$ cat src/rtl/ext_mem_pkg.sv
// ****************************************************************
// Shared constants, types and decoders of the external memory port.
// ****************************************************************
package ext_mem_pkg;
  // Register byte addresses on the plain register port.
  localparam logic [7:0] ADDR_CONFIG = 8'h00;
  localparam logic [7:0] ADDR_TIMING = 8'h04;
  localparam logic [7:0] ADDR_BANK = 8'h08;
  localparam logic [7:0] ADDR_STATUS = 8'h0C;
  // Reset values: timing starts at the longest delays.
  localparam logic [7:0] CONFIG_RST = 8'h03;
  localparam logic [7:0] TIMING_RST = 8'hFF;
  localparam logic [7:0] BANK_RST = 8'h00;
  // Field positions inside the configuration register.
  localparam int CFG_UPPER_BIT = 5;
  localparam int CFG_MODE_LSB = 2;
  localparam int CFG_ALE_LSB = 0;
  // Field positions inside the timing register.
  localparam int TC_SETUP_LSB = 6;
  localparam int TC_WIDTH_LSB = 2;
  localparam int TC_HOLD_LSB = 0;
  // Fixed cycles added to every access; one goes to the launch cycle.
  localparam logic [4:0] FIXED_CYCLES = 5'h04;
  localparam logic [4:0] LAUNCH_LEN = 5'h01;
  localparam logic [4:0] TAIL_LEN = FIXED_CYCLES - LAUNCH_LEN;
  // Bus configuration modes.
  typedef enum logic [2:0] {
    MODE_INTERNAL = 3'b000,
    MODE_MUX_SPLIT = 3'b001,
    MODE_MUX_BANK = 3'b010,
    MODE_MUX_EXT = 3'b011,
    MODE_NM_INTERNAL = 3'b100,
    MODE_NM_SPLIT = 3'b101,
    MODE_NM_BANK = 3'b110,
    MODE_NM_EXT = 3'b111
  } mode_t;
  // Access sequencer states; every code is used.
  typedef enum logic [2:0] {
    ST_IDLE = 3'b000,
    ST_LAUNCH = 3'b001,
    ST_ALE_HI = 3'b010,
    ST_ALE_LO = 3'b011,
    ST_SETUP = 3'b100,
    ST_STROBE = 3'b101,
    ST_HOLD = 3'b110,
    ST_TAIL = 3'b111
  } state_t;
  // One external-move request from the CPU.
  typedef struct packed {
    logic write;
    logic wide;
    logic [15:0] addr;
    logic [7:0] wdata;
  } req_t;
  // Outputs toward the memory pins.
  typedef struct packed {
    logic [7:0] addr_hi;
    logic addr_hi_oe;
    logic [7:0] addr_lo;
    logic addr_lo_oe;
    logic [7:0] ad;
    logic ad_oe;
    logic ale;
    logic rd_n;
    logic wr_n;
    logic port_upper;
  } pins_t;
  // True for the multiplexed address/data modes.
  function automatic logic mode_is_mux(input logic [2:0] m);
    return (m == MODE_MUX_SPLIT) || (m == MODE_MUX_BANK) || (m == MODE_MUX_EXT);
  endfunction
  // True where byte accesses take the upper address from the bank register.
  function automatic logic mode_uses_bank(input logic [2:0] m);
    return (m == MODE_MUX_BANK) || (m == MODE_NM_BANK);
  endfunction
  // True where off-chip cycles are possible at all.
  function automatic logic mode_offchip(input logic [2:0] m);
    return (m != MODE_INTERNAL) && (m != MODE_NM_INTERNAL);
  endfunction
endpackage

$ cat src/rtl/sync2.sv
`timescale 1ns/1ns
`default_nettype none
// ****************************************************************
// Two-flop synchroniser for levels from another domain.
// ****************************************************************
module sync2 #(
  parameter int W = 1
) (
  // Clock and asynchronous reset, raw or already synchronised.
  input wire logic clk,
  input wire logic rst_n,
  // Asynchronous input and its synchronised copy.
  input wire logic [W-1:0] d,
  output logic [W-1:0] q
);
  logic [W-1:0] meta_reg; // First stage, read only by the second.
  logic [W-1:0] q_reg; // Second stage.

  // Both stages clear to zero under reset.
  always_ff @(posedge clk or negedge rst_n) begin
    if (!rst_n) begin
      meta_reg <= '0;
      q_reg <= '0;
    end else begin
      meta_reg <= d;
      q_reg <= meta_reg;
    end
  end
  assign q = q_reg;
endmodule
`default_nettype wire

$ cat src/rtl/phase_timer.sv
`timescale 1ns/1ns
`default_nettype none
// ****************************************************************
// Down counter that times one phase of a bus cycle.
// ****************************************************************
module phase_timer (
  // Clock and synchronised reset.
  input wire logic clk,
  input wire logic rst_n,
  // Load strobe and phase length minus one.
  input wire logic load,
  input wire logic [4:0] load_val,
  // High in the last cycle of the phase.
  output logic expired
);
  logic [4:0] cnt_reg; // Cycles left in the phase.
  logic [4:0] cnt_next; // Next count.

  // A load restarts the phase; otherwise count down to zero and stay.
  always_comb begin
    if (load) begin
      cnt_next = load_val;
    end else if (cnt_reg != 5'h00) begin
      cnt_next = cnt_reg - 5'h01;
    end else begin
      cnt_next = cnt_reg;
    end
  end

  // Register the count.
  always_ff @(posedge clk or negedge rst_n) begin
    if (!rst_n) begin
      cnt_reg <= 5'h00;
    end else begin
      cnt_reg <= cnt_next;
    end
  end
  assign expired = (cnt_reg == 5'h00);
endmodule
`default_nettype wire

$ cat src/rtl/ext_mem_port.sv
`timescale 1ns/1ns
`default_nettype none
module ext_mem_port
  import ext_mem_pkg::*;
(
  // Clock and reset.
  input wire logic MCLK,
  input wire logic RESET_N,
  // Register port.
  input wire logic [7:0] REG_ADDR,
  input wire logic [7:0] REG_WDATA,
  input wire logic REG_WR,
  input wire logic REG_RD,
  output logic [7:0] REG_RDATA,
  // External-move requests from the CPU.
  input wire logic XREQ,
  input wire ext_mem_pkg::req_t XREQ_INFO,
  output logic XBUSY,
  output logic XDONE,
  output logic [7:0] XRDATA,
  // Memory pins.
  output ext_mem_pkg::pins_t MEM_PINS,
  input wire logic [7:0] MEM_AD_I
);
  import ext_mem_pkg::*;

  // ****************************************************************
  // Reset release and pin input synchronisation.
  // ****************************************************************
  logic rst_n; // Synchronised reset used by all other logic.
  logic [7:0] ad_sync; // Data pins after two flops.

  // Reset is released through two flops.
  sync2 #(.W(1)) u_rst_sync (
    .clk(MCLK),
    .rst_n(RESET_N),
    .d(1'b1),
    .q(rst_n)
  );

  // Read data from the pins pass two flops before use.
  sync2 #(.W(8)) u_ad_sync (
    .clk(MCLK),
    .rst_n(rst_n),
    .d(MEM_AD_I),
    .q(ad_sync)
  );

  // ****************************************************************
  // Registers.
  // ****************************************************************
  logic [7:0] config_reg, config_next; // Port group, mode and latch width.
  logic [7:0] timing_reg, timing_next; // Setup, strobe width and hold.
  logic [7:0] bank_reg, bank_next; // Upper address for bank-select cycles.
  logic [7:0] rdata_reg, rdata_next; // Register read data.
  state_t state_reg, state_next; // Sequencer state.
  logic busy; // An access is in progress.
  logic [2:0] mode; // Configured bus mode.
  logic [1:0] setup_f, hold_f, ale_f; // Timing fields.
  logic [3:0] width_f; // Strobe width field.

  assign busy = (state_reg != ST_IDLE);
  assign mode = config_reg[CFG_MODE_LSB +: 3];
  assign ale_f = config_reg[CFG_ALE_LSB +: 2];
  assign setup_f = timing_reg[TC_SETUP_LSB +: 2];
  assign width_f = timing_reg[TC_WIDTH_LSB +: 4];
  assign hold_f = timing_reg[TC_HOLD_LSB +: 2];

  // Writes are taken only while idle so a cycle never changes shape midway.
  always_comb begin
    config_next = config_reg;
    timing_next = timing_reg;
    bank_next = bank_reg;
    rdata_next = 8'h00;
    if (REG_WR && !busy) begin
      if (REG_ADDR == ADDR_CONFIG) begin
        config_next = REG_WDATA;
      end else if (REG_ADDR == ADDR_TIMING) begin
        timing_next = REG_WDATA;
      end else if (REG_ADDR == ADDR_BANK) begin
        bank_next = REG_WDATA;
      end
    end
    // Reads answer one cycle later; unmapped addresses read zero.
    if (REG_RD) begin
      unique case (REG_ADDR)
        ADDR_CONFIG: rdata_next = config_reg;
        ADDR_TIMING: rdata_next = timing_reg;
        ADDR_BANK: rdata_next = bank_reg;
        ADDR_STATUS: rdata_next = {4'h0, busy, state_reg};
        default: rdata_next = 8'h00;
      endcase
    end
  end

  // Register the map; timing resets to its longest settings.
  always_ff @(posedge MCLK or negedge rst_n) begin
    if (!rst_n) begin
      config_reg <= CONFIG_RST;
      timing_reg <= TIMING_RST;
      bank_reg <= BANK_RST;
      rdata_reg <= 8'h00;
    end else begin
      config_reg <= config_next;
      timing_reg <= timing_next;
      bank_reg <= bank_next;
      rdata_reg <= rdata_next;
    end
  end
  assign REG_RDATA = rdata_reg;

  // ****************************************************************
  // Access sequencer.
  // ****************************************************************
  req_t req_reg, req_next; // Request being served.
  logic expired; // Last cycle of the current phase.
  logic load; // Start timing a new phase.
  logic [4:0] load_val; // New phase length minus one.
  logic [2:0] rpipe_reg, rpipe_next; // Delays the read sample point.
  logic done_reg, done_next; // Completion pulse.
  logic [7:0] xrdata_reg, xrdata_next; // Captured read data.
  state_t after_ale, after_strobe; // Phase successors that may skip.

  // Length in cycles of each timed phase.
  function automatic logic [4:0] phase_len(input state_t s);
    unique case (s)
      ST_ALE_HI, ST_ALE_LO: phase_len = {3'h0, ale_f} + 5'h01;
      ST_SETUP: phase_len = {3'h0, setup_f};
      ST_STROBE: phase_len = {1'b0, width_f} + 5'h01;
      ST_HOLD: phase_len = {3'h0, hold_f};
      ST_TAIL: phase_len = TAIL_LEN;
      ST_IDLE, ST_LAUNCH: phase_len = LAUNCH_LEN;
    endcase
  endfunction

  phase_timer u_timer (
    .clk(MCLK),
    .rst_n(rst_n),
    .load(load),
    .load_val(load_val),
    .expired(expired)
  );

  // Zero-length setup and hold phases are skipped.
  assign after_ale = (setup_f != 2'h0) ? ST_SETUP : ST_STROBE;
  assign after_strobe = (hold_f != 2'h0) ? ST_HOLD : ST_TAIL;

  // Walk the phases; each phase lasts until the timer expires.
  always_comb begin
    state_next = state_reg;
    req_next = req_reg;
    unique case (state_reg)
      ST_IDLE: begin
        // Requests are served only in off-chip modes.
        if (XREQ && mode_offchip(mode)) begin
          state_next = ST_LAUNCH;
          req_next = XREQ_INFO;
        end
      end
      ST_LAUNCH: state_next = mode_is_mux(mode) ? ST_ALE_HI : after_ale;
      ST_ALE_HI: if (expired) state_next = ST_ALE_LO;
      ST_ALE_LO: if (expired) state_next = after_ale;
      ST_SETUP: if (expired) state_next = ST_STROBE;
      ST_STROBE: if (expired) state_next = after_strobe;
      ST_HOLD: if (expired) state_next = ST_TAIL;
      ST_TAIL: if (expired) state_next = ST_IDLE;
    endcase
    load = (state_next != state_reg);
    load_val = phase_len(state_next) - 5'h01;
    // Mark the last strobe cycle of a read and delay it through the sync.
    rpipe_next = {rpipe_reg[1:0],
                  (state_reg == ST_STROBE) && expired && !req_reg.write};
    xrdata_next = rpipe_reg[2] ? ad_sync : xrdata_reg;
    done_next = (state_reg == ST_TAIL) && expired;
  end

  // Register the sequencer.
  always_ff @(posedge MCLK or negedge rst_n) begin
    if (!rst_n) begin
      state_reg <= ST_IDLE;
      req_reg <= '0;
      rpipe_reg <= 3'h0;
      xrdata_reg <= 8'h00;
      done_reg <= 1'b0;
    end else begin
      state_reg <= state_next;
      req_reg <= req_next;
      rpipe_reg <= rpipe_next;
      xrdata_reg <= xrdata_next;
      done_reg <= done_next;
    end
  end
  assign XBUSY = busy;
  assign XDONE = done_reg;
  assign XRDATA = xrdata_reg;

  // ****************************************************************
  // Pin drive.
  // ****************************************************************
  pins_t pins_reg, pins_next; // Registered pin outputs.
  logic mux; // Multiplexed mode.
  logic addr_phase; // Address still on the shared bus.
  logic data_phase; // Write data window.

  assign mux = mode_is_mux(mode);
  assign addr_phase = (state_reg == ST_LAUNCH) || (state_reg == ST_ALE_HI) ||
                      (state_reg == ST_ALE_LO);
  assign data_phase = (state_reg == ST_SETUP) || (state_reg == ST_STROBE) ||
                      (state_reg == ST_HOLD);

  // Pins follow the state one cycle later; all enables drop when idle.
  always_comb begin
    pins_next = '0;
    pins_next.rd_n = 1'b1;
    pins_next.wr_n = 1'b1;
    pins_next.port_upper = config_reg[CFG_UPPER_BIT];
    if (busy) begin
      // Upper address: full address for wide cycles, bank for byte cycles in bank modes, none otherwise.
      if (req_reg.wide) begin
        pins_next.addr_hi = req_reg.addr[15:8];
        pins_next.addr_hi_oe = 1'b1;
      end else if (mode_uses_bank(mode)) begin
        pins_next.addr_hi = bank_reg;
        pins_next.addr_hi_oe = 1'b1;
      end
      if (mux) begin
        // Shared bus carries the low address, then write data.
        if (addr_phase) begin
          pins_next.ad = req_reg.addr[7:0];
          pins_next.ad_oe = 1'b1;
        end else if (data_phase && req_reg.write) begin
          pins_next.ad = req_reg.wdata;
          pins_next.ad_oe = 1'b1;
        end
        pins_next.ale = (state_reg == ST_ALE_HI);
      end else begin
        pins_next.addr_lo = req_reg.addr[7:0];
        pins_next.addr_lo_oe = 1'b1;
        if (data_phase && req_reg.write) begin
          pins_next.ad = req_reg.wdata;
          pins_next.ad_oe = 1'b1;
        end
      end
      if (state_reg == ST_STROBE) begin
        pins_next.rd_n = req_reg.write;
        pins_next.wr_n = !req_reg.write;
      end
    end
  end

  // Register the pins.
  always_ff @(posedge MCLK or negedge rst_n) begin
    if (!rst_n) begin
      pins_reg <= '{rd_n: 1'b1, wr_n: 1'b1, default: '0};
    end else begin
      pins_reg <= pins_next;
    end
  end
  assign MEM_PINS = pins_reg;

  // ****************************************************************
  // Assertions and covers.
  // ****************************************************************
  logic [4:0] age_reg; // Cycles spent in the current state.
  logic [5:0] total_reg; // Cycles since launch.

  // Helper counters that only the assertions read.
  always_ff @(posedge MCLK or negedge rst_n) begin
    if (!rst_n) begin
      age_reg <= 5'h01;
      total_reg <= 6'h00;
    end else begin
      age_reg <= (state_next != state_reg) ? 5'h01 : age_reg + 5'h01;
      total_reg <= (state_reg == ST_IDLE) ? 6'h00 : total_reg + 6'h01;
    end
  end
endmodule
`default_nettype wire

$ cat config.mk
export PLATFORM = sky130hd
export DESIGN_NAME = ext_mem_port
export DESIGN_NICKNAME = d
export VERILOG_FILES = /design/src/rtl/ext_mem_pkg.sv /design/src/rtl/sync2.sv /design/src/rtl/phase_timer.sv /design/src/rtl/ext_mem_port.sv
export SDC_FILE = /design/constraint.sdc
export NUM_CORES = 1
export LEC_CHECK = 0
export BUFFER_PORTS_ARGS = -buffer_cell sky130_fd_sc_hd__buf_2
export CAP_MARGIN = 20
export CORE_MARGIN = 2
export CORE_UTILIZATION = 46
export DETAILED_ROUTE_END_ITERATION = 6
export GPL_TIMING_DRIVEN = 0
export PLACE_DENSITY_LB_ADDON = 0.08
export SETUP_SLACK_MARGIN = 0.05
export SYNTH_ARGS = -nofsm -noshare
export SYNTH_HDL_FRONTEND = slang
export SYNTH_SLANG_ARGS = --single-unit
export TNS_END_PERCENT = 1
$ cat constraint.sdc
create_clock -name MCLK -period 5.2 [get_ports MCLK]
set_clock_uncertainty 0.15 [all_clocks]
set_input_delay 0.52 -clock MCLK [delete_from_list [all_inputs] [get_ports MCLK]]
set_output_delay 0.52 -clock MCLK [all_outputs]
set_load 0.1 [all_outputs]
# Word-level counts from Yosys, hierarchy flattened

Cells that the tools add are included.

Add/subtract/negate cells: 4
Equality and inequality tests: 23
Multiplexer cells: 25
Bitwise gates (word level): 2
Reductions and logical operators: 32

Operators by type and width:

| cell                                                                   | number |
|---|---|
| 9-bit 2-to-1 mux                                                       | 6 |
| 8-bit case mux with 4 select lines                                     | 1 |
| 30-bit 2-to-1 mux                                                      | 1 |
| 5-bit case mux with 6 select lines                                     | 1 |
| 3-bit equality test (second input constant)                            | 9 |
| 3-bit 2-to-1 mux                                                       | 8 |
| 3-bit case mux with 8 select lines                                     | 1 |
| 3-bit by 2-bit equality test with 1-bit output (second input constant) | 6 |
| 8-bit by 4-bit equality test with 1-bit output (second input constant) | 2 |
| 5-bit 2-to-1 mux                                                       | 2 |
| 5-bit by 1-bit subtractor with 5-bit output (second input constant)    | 2 |
| 3-bit by 1-bit equality test with 1-bit output (second input constant) | 3 |
| 8-bit by 3-bit equality test with 1-bit output (second input constant) | 1 |
| 8-bit zero test                                                        | 1 |
| 8-bit 2-to-1 mux                                                       | 1 |
| 1-bit logical AND                                                      | 7 |
| 1-bit logical OR                                                       | 7 |
| 3-bit zero test                                                        | 2 |
| 2-bit nonzero test                                                     | 3 |
| 3-bit nonzero test                                                     | 2 |
| 4-bit by 1-bit adder with 5-bit output (second input constant)         | 1 |
| 5-bit zero test                                                        | 1 |
| 5-bit nonzero test                                                     | 1 |
| 2-bit AND reduction                                                    | 2 |
| 10 further kinds                                                       | 15 |

Register bits: 127
Input bits: 55
Output and inout port bits: 49
Logic and storage cells: 113

# Logic depth before layout (Yosys ltp)

Gate-level depths: netlist of run 1.

Depth after elaboration: 10
Gate-level depth with buffers: 12
Depth with buffers taken out: 10

# By module

Synthesis of run 1 repeated with hierarchy kept, for this count alone.

Cells, all modules: 386
Area total of the unflattened synthesis: 5207.5 um^2

Modules (own cells, without submodules):

| module              | instances | cells an instance | area an instance (um^2) | seq. area each (um^2) |
|---|---|---|---|---|
| ext_mem_port        | 1         | 341               | 4478.0                  | 2617.5 |
| sync2 at u_ad_sync  | 1         | 16                | 400.4                   | 400.4 |
| phase_timer         | 1         | 27                | 279.0                   | 125.1 |
| sync2 at u_rst_sync | 1         | 2                 | 50.0                    | 50.0 |

# Worst setup path after synthesis of run 1

No wires, ideal clock.

Kind: register to register
Start point: reg u_timer.cnt_reg[0]
End point: reg u_timer.cnt_reg[2]
Library setup time: 0.077 ns
Arrival: 2.356 ns
Required time: 4.973 ns
Slack: 2.617 ns
Cell stages (with the launch flop): 12
Buffers on the path: 2
Period minus slack after synthesis: 2.583 ns
Cell sequence: dfrtp_1 -> nor3_1 -> buf_2 -> nand2_1 -> a211oi_1 -> or2_1 -> buf_2 -> o311a_4 -> a21oi_1 -> ha_1 -> or2_1 -> a21oi_1

Word-level cells in the longest chain between the ends: 8
Elaborated cells on any way between the ends: 26
Those cells by class: 2 x add/sub; 8 x eq/ne; 10 x mux; 6 x reduce/logical

RTL lines:

| item                                                                   | line                | text |
|---|---|---|
| start, declared                                                        | phase_timer.sv:16   | `logic [4:0] cnt_reg;` |
| start signal, assigned                                                 | phase_timer.sv:35   | `cnt_reg <= cnt_next;` |
| 5-bit zero test (*)                                                    | phase_timer.sv:38   | `assign expired = (cnt_reg == 5'h00);` |
| 3-bit 2-to-1 mux (tied with other cells)                               | ext_mem_port.sv:166 | `ST_TAIL: if (expired) state_next = ST_IDLE;` |
| 3-bit case mux with 8 select lines (*)                                 | ext_mem_port.sv:152 | `unique case (state_reg)` |
| net state_next[0]                                                      | ext_mem_port.sv:56  | `state_t state_reg, state_next;` |
| 3-bit by 1-bit equality test with 1-bit output (tied with other cells) | ext_mem_port.sv:126 | `unique case (s)` |
| 2-bit OR reduction                                                     | ext_mem_port.sv:126 |  |
| 5-bit case mux with 6 select lines                                     | ext_mem_port.sv:126 |  |
| 5-bit by 1-bit subtractor with 5-bit output                            | ext_mem_port.sv:169 | `load_val = phase_len(state_next) - 5'h01;` |
| 5-bit 2-to-1 mux                                                       | phase_timer.sv:21   | `if (load) begin` |

The timed path passes the listed nets; every way through them passes the cells marked *. The select of a mux whose other input is x is not followed.
A chain may end at the register's enable or synchronous reset.

# Worst setup path in the final report of run 1

Same ends and word-level chain as after synthesis.

==> results.md, run 1 <==
- Status: finished, final reports clean
- Max Freq: 336 MHz
- Clk sink count: 127
- Final instance area: 0.00658 mm²
- Crit-path max cell delay: 400 ps
- Drt drc: 0
- Yosys Warn Count: 0
- Total Neg Setup Slack: 0 ps
- CP required: 5500 ps
- Register area share after synthesis: a little over 60%
- Slew margin rel.: between 40% and 50%
- Placed Cells: 674
- Max IR drop VDD: around 0.00029 V
- Number of global-route vias before repair: 3700
- Unrepaired setup endpoints after global routing: false
- Num rows: 38
- Hold Vio Cnt, Final: 0
- GRT Util Overall: 20.9%
- Synth Flop Type: dfrtp_1
- PostCTS Resize Cnt: 0
- Sequential power share: 37.2%
- Gate power share: 20.8%
- Syn Inst Count: 430
- Clock Pin Slew Worst Setup and Hold Paths: 60 ps
- Clk pwr share: approximately two fifths
- R2R cell count: 11
- Post-detail-place hpwl: just over 8 mm
- Sw Ratio: ~30%
- Worst setup endpoint: u_timer.cnt_reg[2]$_DFFE_PN0P_
- Leakage power: approximately 3.4 nW
- Core Area: 0.0109 mm²
- Slowest library cell on the worst path: dfrtp_1
- Period utilisation layout: 57.3%
- GRT Residual Overflow: 0
- Post-synth EDFFs: 0
- Hold Path Depth: 3
- HP Class: input port to flop
- Post-Route WL: 11.5 mm
- Asr flop ratio synth: 100%
- GPL Wtd Cong: 0.862
- Critical path class: flop to flop
- Startpoint types: flop
- R2R setup slack: 2220 ps
- Synthesis-to-finish area growth: 28.2%
- Vias per inst: 5.13
- Synthesized cell area: 0.00514 mm²
- Postcts setup bufs: 0
- Dpl ws: 2190 ps
- Final worst setup slack: 2220 ps
- PortBufs: 103
- Worst-margin pin slew: 818 ps
- # H-tree levels: 4
- Crit. End Element: flop
- # diodes: 0
- # IOs: 104
- Cell Pwr Density: between 400 and 500 mW/mm²
- Worst r2r src: u_timer.cnt_reg[0]$_DFFE_PN0P_
- # nets final: 621
- Cell variety after synth: 54
- Net switching power: 891 µW
- Crit path launch: u_timer.cnt_reg[0]$_DFFE_PN0P_
- Drt first-iter violations: around 270
- Post-Layout Cell Count: 716
- Wirelength per Cell: 16.1 µm
- Reg2Reg Capture Point: u_timer.cnt_reg[2]$_DFFE_PN0P_
- Number of routed nets with antenna violations: 0
- Avg Cell Area, Syn: between 10 and 15 µm²
- Pins Over Slew Limit: 0
- Crit path cell chain: nor3_1 > buf_2 > nand2_1 > a211oi_1 > or2_1 > buf_2 > o311a_4 > a21oi_1 > ha_1 > or2_1 > a21oi_1
- Die Width: approximately 110 µm
- CP Max Fanout: 10
- #FFs+latches synth: 127
- First-pass GRT wire length: 18.5 mm
- Clock Path Buffers: 2
- Most frequent cells in the layout: dfrtp_1, buf_2, nand2_1
- Most common cell after layout, fill and taps aside: dfrtp_1
- Die height: 110 µm
- Largest net degree at the start of global routing: 65
- CTS Hold Bufs: 9
- CTS tree: done
- Layout cell share with drive strength beyond 1: roughly a third
- Tmin final: 2980 ps
- Total CTS buffers: 17
- Max reg flops: 31
- Root Buffer Master: clkbuf_8
- Tot Pwr: 2.98 mW
- Die ar.: 0.0120 mm²
- Max_cap viols: 0
- Initial core utilization: a little under half
- Placed Area: slightly below 0.006 mm²
- Skew-Pair Late Insertion Delay: 530 ps
- WP data arrival: about 3300 ps
- Initial antenna violation count: 0
- DR vias: 3675
- Final setup vio count: 0
- Net count after synthesis: about 490
- Pint: 2.09 mW
- DRT Pass-1 Iters: 4
==> cell families after synthesis <==
| group | count (synthesis) | share of synthesized area, % |
|---|---|---|
| AND/OR/NAND/NOR | 171 | 15.4 |
| flip-flops | 127 | 62.2 |
| AO/OA/AOI/OAI | 52 | 8.11 |
| multiplexers | 48 | 11.1 |
| buffers and inverters | 26 | 2.05 |
| adder cells (fa/ha/maj) | 3 | 0.731 |
| XOR/XNOR | 2 | 0.341 |
| other | 1 | 0.0730 |
==> synthesized netlist by cell type, types with 2 or more instances <==
library cell	n	area (µm²)
nor2_2	2	12.5
o22ai_1	2	12.5
nor2_1	32	120
a31oi_1	3	18.8
nand4_1	3	18.8
buf_1	2	7.51
buf_2	3	15.0
nand2_1	87	327
dfstp_2	12	315
a32oi_1	3	26.3
o21ai_1	2	10.0
inv_1	7	26.3
nor3b_2	2	25.0
and3_1	15	93.8
a211oi_1	3	22.5
or2_1	3	18.8
o21ai_0	2	10.0
a31o_2	2	17.5
clkbuf_1	12	45.0
mux4_2	4	90.1
ha_1	3	37.5
mux2_2	31	349
nor3_1	6	30.0
o211ai_1	2	15.0
nand3b_1	2	15.0
nand3_1	5	25.0
nor2b_1	5	31.3
a22o_1	9	78.8
mux2i_1	13	130
dfrtp_1	115	2880
a21oi_1	9	45.0
a21o_1	5	37.5
nor3_2	3	30.0
==> per-layer routing <==
metal  share of wire, %  track usage, %  up-vias
met5                  0               0        -
met3                5.5            6.76       11
met1                 45            26.3     1792
met4                1.4            7.69        0
met2                 48            34.0      111
li1                   -               -     1761
==> critical path: cells and delay by family (launching register included) <==
| kind | cells | cell delay [ps] |
|---|---|---|
| adder cells (fa/ha/maj) | 1 | 260 |
| AND/OR/NAND/NOR | 4 | 860 |
| AO/OA/AOI/OAI | 4 | 800 |
| flip-flops | 1 | 400 |
| buffers and inverters | 2 | 440 |
==> worst min path at each step <==
stage | startpoint | endpoint | slack [ps]
finish | XREQ_INFO[22] | req_reg[22]$_DFFE_PN0P_ | 40
global route | XREQ_INFO[14] | req_reg[14]$_DFFE_PN0P_ | 20
CTS | XREQ_INFO[22] | req_reg[22]$_DFFE_PN0P_ | 10
detailed placement | RESET_N | u_rst_sync.meta_reg$_DFF_PN0_ | 160
global placement | RESET_N | u_rst_sync.meta_reg$_DFF_PN0_ | 160
floorplan | RESET_N | u_rst_sync.meta_reg$_DFF_PN0_ | 70
==> power by group through the flow <==
| stage | Sequential, mW | Clock, mW | Combinational [mW] |
|---|---|---|---|
| 2_1_floorplan | 1.19 | 0 | 0.395 |
| 3_3_place_gp | 1.13 | 0 | 0.592 |
| 3_5_place_dp | 1.13 | 0 | 0.611 |
| 4_1_cts | 1.11 | 1.28 | 0.619 |
| 5_1_grt | 1.12 | 1.33 | 0.679 |
| 6_report | 1.11 | 1.25 | 0.620 |
==> layout make-up <==
class / count / area, µm²
clock buffers: 21 / 439
inverters: 8 / 30.0
clock inverters: 11 / 188
repair buffers: 114 / 641
multi-input cells: 277 / 1840
plain buffers: 18 / 75.1
flip-flops and latches: 127 / 3200
fillers: 892 / 4310
well taps: 140 / 175
==> metrics by stage <==
stage / hold slack [ps] / utilization, %
6_report: 38.7 / 60.5
5_1_grt: 15.5 / 60.5
4_1_cts: 11.1 / 60.4
3_5_place_dp: 156 / 53.8
3_3_place_gp: 157 / 53.5
2_1_floorplan: 74.4 / -
No activity file was read; power rests on OpenSTA's default activity.
==> run 2: changes to the inputs <==
==> constraint.sdc (replaced) <==
create_clock -name MCLK -period 2.8 [get_ports MCLK]
set_clock_uncertainty 0.15 [all_clocks]
set_input_delay 0.28 -clock MCLK [delete_from_list [all_inputs] [get_ports MCLK]]
set_output_delay 0.28 -clock MCLK [all_outputs]
set_load 0.1 [all_outputs]
==> run 2 against run 1 <==
  * Die area did not move
  * Cell area is 6.5% higher
  * Global-route usage is 1.0 points higher
  * Cell count rose by 6.1%
  * Worst hold slack got worse by 18 ps
  * Fmax grew 12%
  * Clock-buffer cell count grew 1
  * Sequential power is 87% higher
  * First-iteration DRC count decreased by 6.0%
  * Routed wire length grew 4.4%
  * Register-to-register slack worse by 2100 ps
  * Largest power group is now sequential cells
  * Highest routed layer unchanged
==> results.md, run 2 (synthesis results as in run 1) <==
- Status: finished, final reports clean
- Initial antenna violation count: 0 (unchanged)
- # nets final: 668 (+7.6%)
- Wirelength per Cell: 15.8 µm (-1.6%)
- Root Buffer Master: clkbuf_8
- Final setup vio count: 0 (unchanged)
- Total CTS buffers: 17 (unchanged)
- Clock Pin Slew Worst Setup and Hold Paths: 60 ps (about the same)
- Drt first-iter violations: 252 (-6.0%)
- R2R cell count: 12 (+1)
- Placed Cells: 674 (unchanged)
- Max Freq: 377 MHz (+12%)
- Startpoint types: flop
- First-pass GRT wire length: 19.5 mm (+5.3%)
- Number of routed nets with antenna violations: 0 (unchanged)
- Slew margin rel.: 49.7% (+4.2 points)
- GPL Wtd Cong: 0.882 (+2.4%)
- Hold Vio Cnt, Final: 0 (unchanged)
- Worst-margin pin slew: 755 ps (-62.9 ps)
- Hold Path Depth: 4 (+1)
- Post-Layout Cell Count: 760 (+6.1%)
- Unrepaired setup endpoints after global routing: true
- Skew-Pair Late Insertion Delay: 530 ps (about the same)
- CTS tree: done
- # H-tree levels: 4 (unchanged)
- GRT Residual Overflow: 0 (unchanged)
- Period utilisation layout: 94.8% (+37 points)
- # diodes: 0 (unchanged)
- Tot Pwr: 5.43 mW (+82%)
- Number of global-route vias before repair: 4038 (+9.1%)
- Cell Pwr Density: 775 mW/mm² (+71%)
- Layout cell share with drive strength beyond 1: 35.3% (+0.25 points)
- Num rows: 38 (unchanged)
- Critical path class: flop to flop
- Tmin final: 2650 ps (-327 ps)
- Pins Over Slew Limit: 0 (unchanged)
- Die ar.: 0.0120 mm² (unchanged)
- Drt drc: 0 (unchanged)
- Core Area: 0.0109 mm² (unchanged)
- # IOs: 104 (unchanged)
- Reg2Reg Capture Point: u_timer.cnt_reg[2]$_DFFE_PN0P_
- HP Start: REG_ADDR[7]
- GRT Util Overall: 22.0% (+1.0 points)
- CP required: 3110 ps (-2390 ps)
- Most common cell after layout, fill and taps aside: dfrtp_1
- R2R setup slack: 150 ps (-2070 ps)
- Post-detail-place hpwl: 8.06 mm (-0.16%)
- Synthesis-to-finish area growth: 36.5%
- CP Max Fanout: 9 (-1)
- Clock Path Buffers: 2 (unchanged)
- Clk sink count: 127 (unchanged)
- Post-Route WL: 12.0 mm (+4.4%)
- Largest net degree at the start of global routing: 69 (+6.2%)
- Initial core utilization: 47.2% (unchanged)
- DR vias: 3885 (+5.7%)
- Worst r2r src: state_reg[0]$_DFF_PN0_
- Hold Path End: REG_RDATA[6]$_DFF_PN0_
- Die Width: 110 µm (unchanged)
- PortBufs: 103 (unchanged)
- DRT Pass-1 Iters: 4 (unchanged)
- HP Class: input port to flop
- Max reg flops: 31 (unchanged)
- Leakage power: 3.57 nW (+5.3%)
- Max_cap viols: 0 (unchanged)
- Die height: 110 µm (unchanged)
- Max IR drop VDD: 0.000513 V (+77%)
- Final core utilization: 64.4% (+3.9 points)
- Most frequent cells in the layout: dfrtp_1, buf_2, nand2_1
- WP data arrival: 2960 ps (-320 ps)
- # fillers: 872 (-2.2%)
- Vias per inst: 5.11 (-0.41%)
- Crit. End Element: flop
[run 2: worst max-delay path: stages, from the launching register on]
cell     delay (ps)
dfrtp_2         450
nor3_4          220
inv_2            90
or2_1           230
buf_4           180
o31ai_2         100
or2_1           150
buf_2           160
o311a_4         220
a21oi_1          50
ha_2            220
or2_1           220
a21oi_1         140
[run 2: cell type report]
class / instances / area (µm²) / share of cell area [%]
timing repair buffer: 161 / 1090 / 15.6
multi-input combinational: 277 / 1890 / 27.0
clock inverter: 7 / 88.8 / 1.27
sequential: 127 / 3200 / 45.7
clock buffer: 22 / 453 / 6.46
buffer: 18 / 81.3 / 1.16
inverter: 8 / 30.0 / 0.428
tap: 140 / 175 / 2.50
[run 2: report_power, final]
part	internal [mW]	switching, mW
Clock	1.29	0.741
Sequential	1.96	0.121
Combinational	0.500	0.819
[run 2: repair_timing]
action                                 CTS  global route
pin swaps                                2             3
buffers inserted                         2             5
hold buffers                            49             0
endpoints found under the hold margin   68             0
resized for setup                       12             6
setup endpoints to repair                2             4
[run 2: worst max-delay path by stage]
stage	from	endpoint	depth (start not counted)
floorplan	u_timer.cnt_reg[0]$_DFFE_PN0P_	u_timer.cnt_reg[2]$_DFFE_PN0P_	11
global placement	u_rst_sync.q$_DFF_PN0_	u_timer.cnt_reg[4]$_DFFE_PN0P_	0
detailed placement	state_reg[1]$_DFF_PN0_	u_timer.cnt_reg[2]$_DFFE_PN0P_	10
CTS	state_reg[0]$_DFF_PN0_	u_timer.cnt_reg[2]$_DFFE_PN0P_	12
global route	state_reg[0]$_DFF_PN0_	timing_reg[2]$_DFFE_PN1P_	7
finish	state_reg[0]$_DFF_PN0_	u_timer.cnt_reg[2]$_DFFE_PN0P_	12
[run 2: layer usage]
layer	global-route usage, %	vias to the layer above	wire length (µm)
met1	26.5	1879	5100
li1	-	1852	-
met4	10.8	0	287
met5	0	-	0
met3	6.11	26	676
met2	36.2	128	5970
[run 2: metrics by stage]
stage / TNS (ps) / cell area, µm² / hold slack, ps / worst slack [ps]
CTS: 0 / 6950 / 3.25 / 60.4
global route: 0 / 7010 / 40.9 / 37.3
finish: 0 / 7010 / 20.4 / 147
global placement: -16090 / 5830 / -86.2 / -149
detailed placement: -202 / 5860 / -76.5 / -115
floorplan: 0 / 5140 / -166 / 217
